## src/edp_pkg.sv

```systemverilog
// constants shared by the display identification provisioning block
package edp_pkg;
	localparam logic [6:0] EDP_DDC_DEV = 7'h50;
	localparam logic [6:0] EDP_REM_DEV = 7'h50;
	localparam logic [7:0] EDP_LAST_BYTE = 8'hff;
	localparam logic [3:0] EDP_BYTE_BITS = 4'h8;
	localparam int EDP_SYNC_W = 6;
	localparam logic [1:0] EDP_MODE_EEPROM = 2'h0;
	localparam logic [1:0] EDP_MODE_SRAM = 2'h1;
	localparam logic [1:0] EDP_MODE_REMOTE = 2'h2;
	localparam logic [1:0] EDP_MODE_FUSE = 2'h3;
	typedef enum logic [1:0] {LD_START, LD_FUSE, LD_REM, LD_READY} edp_ld_t;
	typedef enum logic [2:0] {DS_IDLE, DS_DEV, DS_DACK, DS_OFF, DS_OACK, DS_RD, DS_RACK, DS_RNXT}
		edp_ds_t;
endpackage : edp_pkg

```

## src/edp_ddc_top.sv

```systemverilog
// display identification store, loader, ddc slave and hot-plug control
//
// Overview of operation
// - source is chosen from eeprom, loaded sram, remote copy or fuse, by pins or control.
// - identification data is served on the ddc bus at device address 0xa0 in sram, remote and fuse modes.
// - eeprom mode passes the ddc bus to a local eeprom of any size up to 32KB.
// - a 256-byte volatile store holds the profile once a local or remote master loads it.
// - the store can be rewritten and read back through the control port during operation.
// - remote mode fetches the 0xa0 data over the serial link control channel into sram.
// - fuse mode copies the 256-byte fused profile into sram at start-up and serves it.
// - the fused profile advertises 480p, 720p, 2-channel audio within 25 to 96 MHz.
// - remote accesses ride the serial link control channel and restart the copy from offset 0 after lost arbitration.
// - hot-plug is held low until the sink is ready with 5v present, then released to be pulled high.
`timescale 1ns/10ps
module edp_ddc_top import edp_pkg::*; (
	input wire logic sys_clk_i,
	input wire logic rstn_i,
	input wire logic ddc_scl_i,
	input wire logic ddc_sda_i,
	output logic ddc_sda_oe_o,
	input wire logic eep_sda_i,
	output logic eep_scl_oe_o,
	output logic eep_sda_oe_o,
	input wire logic [1:0] mode_sel_i,
	input wire logic mode_ovr_en_i,
	input wire logic [1:0] mode_ovr_i,
	input wire logic pwr5v_i,
	output logic hpd_o,
	output logic hpd_oe_o,
	output logic load_done_o,
	input wire logic lm_wr_i,
	input wire logic lm_rd_i,
	input wire logic [7:0] lm_addr_i,
	input wire logic [7:0] lm_wdata_i,
	output logic [7:0] lm_rdata_o,
	output logic fuse_rd_o,
	output logic [7:0] fuse_addr_o,
	input wire logic [7:0] fuse_data_i,
	output logic rem_req_o,
	output logic [6:0] rem_dev_o,
	output logic [7:0] rem_addr_o,
	input wire logic rem_ack_i,
	input wire logic rem_err_i,
	input wire logic [7:0] rem_data_i
);
	logic [7:0] mem [0:255];
	logic [EDP_SYNC_W-1:0] pins, s1, s2, s3;
	logic scl_s, sda_s, eep_sda_s, pwr_s, scl_p, sda_p;
	logic [1:0] msel_s, mode_now;
	logic start_ev, stop_ev, rise_ev, fall_ev;

	// pin inputs pass two flops; s3 only keeps the previous value for edges
	assign pins = {ddc_scl_i, ddc_sda_i, eep_sda_i, pwr5v_i, mode_sel_i};
	for (genvar g = 0; g < EDP_SYNC_W; g++) begin : g_sync
		always_ff @(posedge sys_clk_i or negedge rstn_i) begin
			if (!rstn_i) begin
				s1[g] <= 1'b1;
				s2[g] <= 1'b1;
				s3[g] <= 1'b1;
			end else begin
				s1[g] <= pins[g];
				s2[g] <= s1[g];
				s3[g] <= s2[g];
			end
		end
	end
	assign scl_s = s2[5];
	assign sda_s = s2[4];
	assign eep_sda_s = s2[3];
	assign pwr_s = s2[2];
	assign msel_s = s2[1:0];
	assign scl_p = s3[5];
	assign sda_p = s3[4];
	assign start_ev = scl_s & sda_p & ~sda_s;
	assign stop_ev = scl_s & ~sda_p & sda_s;
	assign rise_ev = scl_s & ~scl_p;
	assign fall_ev = ~scl_s & scl_p;
	assign mode_now = mode_ovr_en_i ? mode_ovr_i : msel_s;

	// loader: fills the store from fuses or the remote bus
	edp_ld_t ld_state, next_ld_state;
	logic [1:0] ld_mode, next_ld_mode;
	logic [7:0] ld_ptr, next_ld_ptr;
	logic fuse_vld, next_fuse_rd, next_rem_req, next_hpd_oe;
	logic ld_we;
	logic [7:0] ld_wdata;

	always_comb begin
		next_ld_state = ld_state;
		next_ld_mode = ld_mode;
		next_ld_ptr = ld_ptr;
		next_fuse_rd = 1'b0;
		next_rem_req = rem_req_o;
		ld_we = 1'b0;
		ld_wdata = fuse_data_i;
		unique case (ld_state)
			LD_START: begin
				next_ld_mode = mode_now;
				next_ld_ptr = 8'h00;
				if (mode_now == EDP_MODE_FUSE) begin
					next_ld_state = LD_FUSE;
					next_fuse_rd = 1'b1;
				end else if (mode_now == EDP_MODE_REMOTE) begin
					next_ld_state = LD_REM;
					next_rem_req = 1'b1;
				end else begin
					next_ld_state = LD_READY;
				end
			end
			LD_FUSE: begin
				if (fuse_vld) begin
					ld_we = 1'b1;
					if (ld_ptr == EDP_LAST_BYTE) begin
						next_ld_state = LD_READY;
					end else begin
						next_ld_ptr = ld_ptr + 8'h01;
						next_fuse_rd = 1'b1;
					end
				end
			end
			LD_REM: begin
				ld_wdata = rem_data_i;
				if (rem_err_i) begin
					next_ld_ptr = 8'h00;
				end else if (rem_ack_i) begin
					ld_we = 1'b1;
					if (ld_ptr == EDP_LAST_BYTE) begin
						next_ld_state = LD_READY;
						next_rem_req = 1'b0;
					end else begin
						next_ld_ptr = ld_ptr + 8'h01;
					end
				end
			end
			LD_READY: begin end
		endcase
		if (ld_state != LD_START && mode_now != ld_mode) begin
			next_ld_state = LD_START;
			next_rem_req = 1'b0;
			next_fuse_rd = 1'b0;
			ld_we = 1'b0;
		end
		next_hpd_oe = !(pwr_s && ld_state == LD_READY);
	end

	always_ff @(posedge sys_clk_i or negedge rstn_i) begin
		if (!rstn_i) begin
			ld_state <= LD_START;
			ld_mode <= EDP_MODE_EEPROM;
			ld_ptr <= 8'h00;
			fuse_rd_o <= 1'b0;
			fuse_vld <= 1'b0;
			rem_req_o <= 1'b0;
			hpd_oe_o <= 1'b1;
			load_done_o <= 1'b0;
		end else begin
			ld_state <= next_ld_state;
			ld_mode <= next_ld_mode;
			ld_ptr <= next_ld_ptr;
			fuse_rd_o <= next_fuse_rd;
			fuse_vld <= fuse_rd_o;
			rem_req_o <= next_rem_req;
			hpd_oe_o <= next_hpd_oe;
			load_done_o <= (next_ld_state == LD_READY);
		end
	end
	assign fuse_addr_o = ld_ptr;
	assign rem_addr_o = ld_ptr;
	assign rem_dev_o = EDP_REM_DEV;
	assign hpd_o = 1'b0;

	// store: loader writes win; the control port owns it once ready
	always_ff @(posedge sys_clk_i) begin
		if (ld_we) begin
			mem[ld_ptr] <= ld_wdata;
		end else if (lm_wr_i && ld_state == LD_READY) begin
			mem[lm_addr_i] <= lm_wdata_i;
		end
	end
	always_ff @(posedge sys_clk_i or negedge rstn_i) begin
		if (!rstn_i) begin
			lm_rdata_o <= 8'h00;
		end else if (lm_rd_i) begin
			lm_rdata_o <= mem[lm_addr_i];
		end
	end

	// ddc slave, or pass-through to the local eeprom
	edp_ds_t ds_state, next_ds_state;
	logic [3:0] bitc, next_bitc;
	logic [7:0] sh, next_sh, dptr, next_dptr;
	logic rw, next_rw, next_sda_oe, next_eep_scl_oe, next_eep_sda_oe, eep_mode;
	logic [1:0] ddc_hist, eep_hist;

	assign eep_mode = (ld_mode == EDP_MODE_EEPROM);

	always_comb begin
		next_ds_state = ds_state;
		next_bitc = bitc;
		next_sh = sh;
		next_dptr = dptr;
		next_rw = rw;
		next_sda_oe = ddc_sda_oe_o;
		// own pull comes back through the synchroniser late; mask it that long or the echo rings
		next_eep_scl_oe = eep_mode & ~scl_s;
		next_eep_sda_oe = eep_mode & ~sda_s & ~ddc_sda_oe_o & ~(|ddc_hist);
		if (eep_mode) begin
			next_ds_state = DS_IDLE;
			next_sda_oe = ~eep_sda_s & ~eep_sda_oe_o & ~(|eep_hist);
		end else if (stop_ev) begin
			next_ds_state = DS_IDLE;
			next_sda_oe = 1'b0;
		end else if (start_ev) begin
			next_ds_state = DS_DEV;
			next_bitc = 4'h0;
			next_sda_oe = 1'b0;
		end else begin
			unique case (ds_state)
				DS_IDLE: begin end
				DS_DEV, DS_OFF: begin
					if (rise_ev && bitc != EDP_BYTE_BITS) begin
						next_sh = {sh[6:0], sda_s};
						next_bitc = bitc + 4'h1;
					end else if (fall_ev && bitc == EDP_BYTE_BITS) begin
						next_bitc = 4'h0;
						if (ds_state == DS_OFF) begin
							next_dptr = sh;
							next_sda_oe = 1'b1;
							next_ds_state = DS_OACK;
						end else if (sh[7:1] == EDP_DDC_DEV) begin
							next_rw = sh[0];
							next_sda_oe = 1'b1;
							next_ds_state = DS_DACK;
						end else begin
							next_ds_state = DS_IDLE;
						end
					end
				end
				DS_OACK: begin
					if (fall_ev) begin
						next_sda_oe = 1'b0;
						next_ds_state = DS_IDLE;
					end
				end
				DS_DACK, DS_RNXT: begin
					if (fall_ev) begin
						if (ds_state == DS_DACK && !rw) begin
							next_sda_oe = 1'b0;
							next_ds_state = DS_OFF;
						end else begin
							next_sh = mem[dptr];
							next_sda_oe = ~mem[dptr][7];
							next_bitc = 4'h1;
							next_ds_state = DS_RD;
						end
					end
				end
				DS_RD: begin
					if (fall_ev) begin
						if (bitc == EDP_BYTE_BITS) begin
							next_sda_oe = 1'b0;
							next_dptr = dptr + 8'h01;
							next_ds_state = DS_RACK;
						end else begin
							next_sh = {sh[6:0], 1'b0};
							next_sda_oe = ~sh[6];
							next_bitc = bitc + 4'h1;
						end
					end
				end
				DS_RACK: begin
					if (rise_ev) begin
						next_ds_state = sda_s ? DS_IDLE : DS_RNXT;
					end
				end
			endcase
		end
	end

	always_ff @(posedge sys_clk_i or negedge rstn_i) begin
		if (!rstn_i) begin
			ds_state <= DS_IDLE;
			bitc <= 4'h0;
			sh <= 8'h00;
			dptr <= 8'h00;
			rw <= 1'b0;
			ddc_sda_oe_o <= 1'b0;
			eep_scl_oe_o <= 1'b0;
			eep_sda_oe_o <= 1'b0;
			ddc_hist <= 2'h0;
			eep_hist <= 2'h0;
		end else begin
			ds_state <= next_ds_state;
			bitc <= next_bitc;
			sh <= next_sh;
			dptr <= next_dptr;
			rw <= next_rw;
			ddc_sda_oe_o <= next_sda_oe;
			eep_scl_oe_o <= next_eep_scl_oe;
			eep_sda_oe_o <= next_eep_sda_oe;
			ddc_hist <= {ddc_hist[0], ddc_sda_oe_o};
			eep_hist <= {eep_hist[0], eep_sda_oe_o};
		end
	end
endmodule : edp_ddc_top

```

## config.mk

```make
export PLATFORM = sky130hd
export DESIGN_NAME = edp_ddc_top
export DESIGN_NICKNAME = d
export VERILOG_FILES = /design/src/edp_pkg.sv /design/src/edp_ddc_top.sv
export SDC_FILE = /design/constraint.sdc
export NUM_CORES = 2
export LEC_CHECK = 0
export BUFFER_PORTS_ARGS = -buffer_cell sky130_fd_sc_hd__buf_4
export CAP_MARGIN = 5
export CORE_MARGIN = 1
export CORE_UTILIZATION = 51
export DETAILED_ROUTE_END_ITERATION = 8
export PLACE_DENSITY = 0.66
export SETUP_SLACK_MARGIN = 0.4
export SYNTH_ARGS = -nofsm -noshare
export SYNTH_HDL_FRONTEND = slang
export SYNTH_SLANG_ARGS = --single-unit
```

## constraint.sdc

```tcl
create_clock -name sys_clk_i -period 11.35 [get_ports sys_clk_i]
set_input_delay 1.135 -clock sys_clk_i [delete_from_list [all_inputs] [get_ports sys_clk_i]]
set_output_delay 1.135 -clock sys_clk_i [all_outputs]
set_load 0.01 [all_outputs]
```

* Yosys cells after proc, flatten, opt, wreduce, memory -nomap -nowiden *
Memories as Yosys holds them, arrays and structs flattened. A register that Yosys moved wholly into a read port is not among the register bits.
Cells that the tools add are included.

storage, ports and cells
  memories kept = 1
  bits of input ports = 47
  register bits after elaboration = 62
  RAM bits = 2048
  logic and storage cells = 231

memory list
  name  depth  bits a word  rd ports  clocked after Yosys merged registers in  wr ports  line               source
  mem   256    8            2         1                                        1         edp_ddc_top.sv:46  logic [7:0] mem [0:255];

cells by class
  muxes and demuxes = 88
  reduce and logical (&&, ||, !) cells = 32
  $add $sub $neg = 3
  eq/ne operators = 47
  bitwise gates (word level) = 28

operator list
  operator             number
  $mux 8               17
  $pmux 8 s3           2
  $mux 3               13
  $ne 5x5->1 const B   7
  $mux 1               33
  $ne 3x3->1 const B   10
  $mux 4               7
  $reduce_and 8->1     3
  $ne 2x2->1 const B   10
  $reduce_and 9->1     2
  $add 8x1->8 const B  2
  $mux 2               8
  $not 1->1            16
  $pmux 8 s2           1
  $pmux 3 s5           1
  $and 1x1->1          12
  $eq 3x3->1 const B   4
  $pmux 4 s3           1
  $eq 2x2->1 const B   5
  $reduce_bool 3->1    3
  $eq 8x8->1 const B   1
  $ne 4x4->1 const B   2
  $reduce_bool 8->1    1
  $reduce_or 2->1      4
  21 further kinds     33

* Depth between registers and ports, before layout *
  depth after elaboration = 9
  depth in mapped cells = 13
  mapped depth without buffers = 9

* Least setup slack after synthesis *
No wires, ideal clock.

  path kind = input port to flip-flop
  start = input port mode_ovr_en_i
  end = memory mem[0][5], data pin
  slack = 216 ps
  path buffers = 3
  stages on the path = 9
  data required time = 9771 ps
  arrival time = 9554 ps
  path through = buf_2 mux2i_1 xnor2_1 o21ba_2 o21bai_2 buf_2 clkbuf_1 nor2_1 a21oi_1

between the ends
  cells in the longest elaborated chain, start to end = 8

RTL lines
  element                       line                source
  start, declared               edp_ddc_top.sv:25   input wire logic mode_ovr_en_i,
  $mux 2                        edp_ddc_top.sv:78   assign mode_now = mode_ovr_en_i ? mode_ovr_i : msel_s;
  $ne 2x2->1                    edp_ddc_top.sv:137  if (ld_state != LD_START && mode_now != ld_mode) begin
  $logic_and 1x1->1             edp_ddc_top.sv:137
  $mux 1                        edp_ddc_top.sv:137
  $mux 1                        edp_ddc_top.sv:174  if (ld_we) begin
  $mux 1 (implied by the code)  edp_ddc_top.sv:177  mem[lm_addr_i] <= lm_wdata_i;
  $reduce_or 8->1 (no line)     n/a
  $mux 8 (no line)              n/a
  end, declared                 edp_ddc_top.sv:46

Every way passes these cells.

* Final worst setup path *
  start = register ld_state[0]
  end = memory mem[115][2] (enable)

between the ends
  cells in the longest elaborated chain, start to end = 7
  elaborated cells between the ends (all ways) = 16

RTL lines
  element                                     line                                    source
  start, declared                             edp_ddc_top.sv:81                       edp_ld_t ld_state, next_ld_state;
  start signal, assigned                      edp_ddc_top.sv:157                      ld_state <= next_ld_state;
  $eq 2x2->1, or another cell as far along    edp_ddc_top.sv:96                       unique case (ld_state)
  $pmux 1 s2, or another cell as far along    edp_ddc_top.sv:96
  $mux 1 (on tied branches)                   edp_ddc_top.sv:137, edp_ddc_top.sv:176
  $mux 1                                      edp_ddc_top.sv:174
  $mux 1 (implied by the code)                edp_ddc_top.sv:177
  $reduce_or 8->1 (no line)                   n/a
  $mux 8 (no line) or $mux 1 (tied branches)  n/a

Parallel ways exist; a longest one is shown, timed or not.

==> flow_metrics.tcl <==
set metrics [dict create \
    num_vias 56440 \
    cts.sinks 2118 \
    wl_per_cell_um 40.1 \
    rsz0062_at_grt "false" \
    intPower_mw 13.9 \
    yosys_warnings 0 \
    cp-start-kind "register" \
    ys_ff_latch 2118 \
    top_layer_used "met5" \
    synth_area_um2 99500 \
    cp-end-kind "register" \
    worstPathRequired_ns 11.85 \
    core_um2 193000 \
    antenna_found_initial 9 \
    routed-wl-met3_um 36800 \
    grt_pass1_wl_um 431000 \
    row_count 161 \
    holdWs_ns 0.0991 \
    met1_length_um 115000 \
    clkTransAtPathRegs_ns 0.06 \
    grt_max_degree 205 \
    clkPwrFrac 0.379 \
    drv_cap 0 \
    netlist_instances 5007 \
    ios 86 \
    path_class "reg2reg" \
    clockBufferDepth 3 \
    drive_gt1_frac 0.339 \
    ys_types 71 \
    synth_edf_count 2048 \
    synthToLayoutAreaGrowth_pct 9.82 \
    setup_viol_count_final 0 \
    finalHoldViolCount 0 \
    final_antenna_net_count 0 \
    hold_buffers 0 \
    p_sw_mw 4.75 \
    tns_ns 0 \
    hpwl_um 198000 \
    avgSynthCellArea_um2 19.9 \
    seq_area_frac_synth 0.636 \
    p_comb_frac 0.110 \
    port_buffers 77 \
    drv_slew 0 \
    arrival_ns 6.46 \
    status "completed" \
    nets 5059 \
    grt_remaining_overflow 0 \
    cts_inserted_buffers 214 \
    die_w_um 444 \
    final_util 0.565 \
    ys.flop_type "edfxtp_1" \
    period_minus_slack_ns 5.96 \
    async_reset_ff_frac 0.0331 \
    via_per_inst 7.33 \
    slew_headroom 0.0390 \
    cts_tree "yes" \
    drtPass1Iterations 8 \
    cts_max_level 4 \
    min_period_over_period 0.525 \
    final_cells 7705 \
    dp_cells 7312 \
    cts_setup_buffers 0 \
    dieHeight_um 444 \
    critPathMaxFanout 32 \
    hold_class "in2async" \
    die_area_um2 197000 \
    p_sw_frac 0.254 \
    start_util 0.515 \
    gp_congestion 0.935 \
    finClkSkew_ns 0.0427 \
    worst-slew-pin-transition_ns 1.40 \
    ir_drop_mv 0.225 \
    drc 0 \
    clkLatencyLatePin_ns 0.89 \
    cts_resized 0 \
    power.leakage_nw 32.6 \
    p_seq_frac 0.511 \
    max_freq_mhz 168 \
    fill_cells 14272 \
    grt_pass1_vias 54887 \
    dr_wl_met2_um 143000 \
    routed_wl_um 309000 \
    dr.first_iter.drc_count 8079 \
    power-per-cell-area_nw_per_um2 171 \
    clockRootBuffer "clkbuf_16" \
    grt_util_all_layers 0.315 \
]
==> worst paths after layout <==
kind	from	end	slack (ns)	depth (start not counted)
max reg2reg	ld_state[0]	mem[115][2]	5.39	10
min	rstn_i	lm_rdata_o[4]	0.1	1
min in group sys_clk_i	s1[0]	msel_s[0]	0.36	0
min reg2reg	s1[0]	msel_s[0]	0.36	0
max	ld_state[0]	mem[115][2]	5.39	10
max in group asynchronous	rstn_i	dptr[0]	9.96	2
==> cell families after synthesis <==
family          after synthesis  synth area share
other cells                   2         0.0000755
flops                      2118             0.636
mux                        1302             0.277
simple gates                698            0.0318
xor+xnor                      8          0.000704
fa+ha+maj                    10           0.00126
compound gates              437            0.0305
buf+inv                     432            0.0224
==> flip-flops by register name (all words and copies together), names as in the netlist, 3 cells and up <==
name / count
sh: 8
bitc: 4
mem: 2048
fuse_addr_o: 8
dptr: 8
s1: 6
lm_rdata_o: 8
ds_state: 3
==> power by group through the flow <==
stage	Sequential (mW)	Clock, mW	Combinational, mW
floorplan	10.0	0	1.06
global placement	9.69	0	1.99
detailed placement	9.69	0	2.05
CTS	9.53	7.10	2.04
global route	9.54	7.37	2.14
finish	9.54	7.07	2.06
==> final cells by class <==
cell class                      count  area (um^2)  share of cell area
Inverter                           19         78.8            0.000722
Sequential cell                  2118        63300               0.579
Multi-Input combinational cell   2463        34200               0.313
Tap cell                         2526         3160              0.0289
Clock inverter                    128         1290              0.0118
Timing Repair Buffer              186         1640              0.0150
Antenna cell                        5         12.5            0.000115
Clock buffer                      260         5590              0.0512
==> cells in the final DEF (no fill, tap or decap), types with 11 or more instances in the layout <==
| cell type | count |
|---|---|
| dfstp_2 | 15 |
| buf_12 | 18 |
| nor2_1 | 337 |
| nand4_1 | 11 |
| a221oi_1 | 19 |
| mux2_2 | 36 |
| o21ai_0 | 52 |
| mux4_2 | 1159 |
| a211oi_1 | 24 |
| edfxtp_1 | 2048 |
| o221ai_1 | 13 |
| clkbuf_16 | 216 |
| nor2b_1 | 19 |
| o22ai_1 | 28 |
| nor4_1 | 23 |
| a22o_1 | 41 |
| nand2b_1 | 35 |
| inv_1 | 17 |
| buf_4 | 165 |
| nand2_1 | 111 |
| a22oi_1 | 64 |
| mux2i_1 | 107 |
| clkinv_1 | 38 |
| clkinv_2 | 45 |
| dfrtp_1 | 49 |
| a31oi_1 | 19 |
| bufinv_16 | 21 |
| a21oi_1 | 81 |
| o211ai_1 | 13 |
| nand3_1 | 65 |
| clkbuf_1 | 42 |
| nor3_1 | 25 |
==> critical path, stage by stage, from the launching register on <==
cell	delay, ns
dfrtp_1	0.46
inv_1	0.12
ha_1	0.51
nor2b_1	0.33
a22o_1	0.17
nand2_1	0.11
o21bai_4	0.12
buf_4	0.53
mux2i_1	1.20
nand2_1	0.92
nor2_1	1.07
==> Yosys cell counts, drive strengths merged, types with 36 or more instances <==
master,instances,area share
dfrtp,55,0.014
a21oi,89,0.0045
clkbuf,151,0.0057
nor2,341,0.013
edfxtp,2048,0.62
a22oi,64,0.0048
nand3,68,0.0034
mux4,1159,0.26
nand2,111,0.0042
o21ai,57,0.0029
mux2,36,0.0041
buf,262,0.016
mux2i,107,0.011
a22o,41,0.0036
==> metrics by stage <==
stage	setup slack, ns	cell area [um^2]	power (mW)
2_1_floorplan	0.216	99500	11.1
3_3_place_gp	5.38	102000	11.7
3_5_place_dp	5.34	102000	11.7
4_1_cts	5.62	109000	18.7
5_1_grt	5.33	109000	19.1
6_report	5.39	109000	18.7
==> routing by layer <==
layer / global-route usage / vias to the layer above
met4: 0.137 / 10
met5: 0 / -
met3: 0.0777 / 596
met2: 0.472 / 3918
met1: 0.444 / 30305
li1: - / 21611
Power figures use the tool's default switching activity.
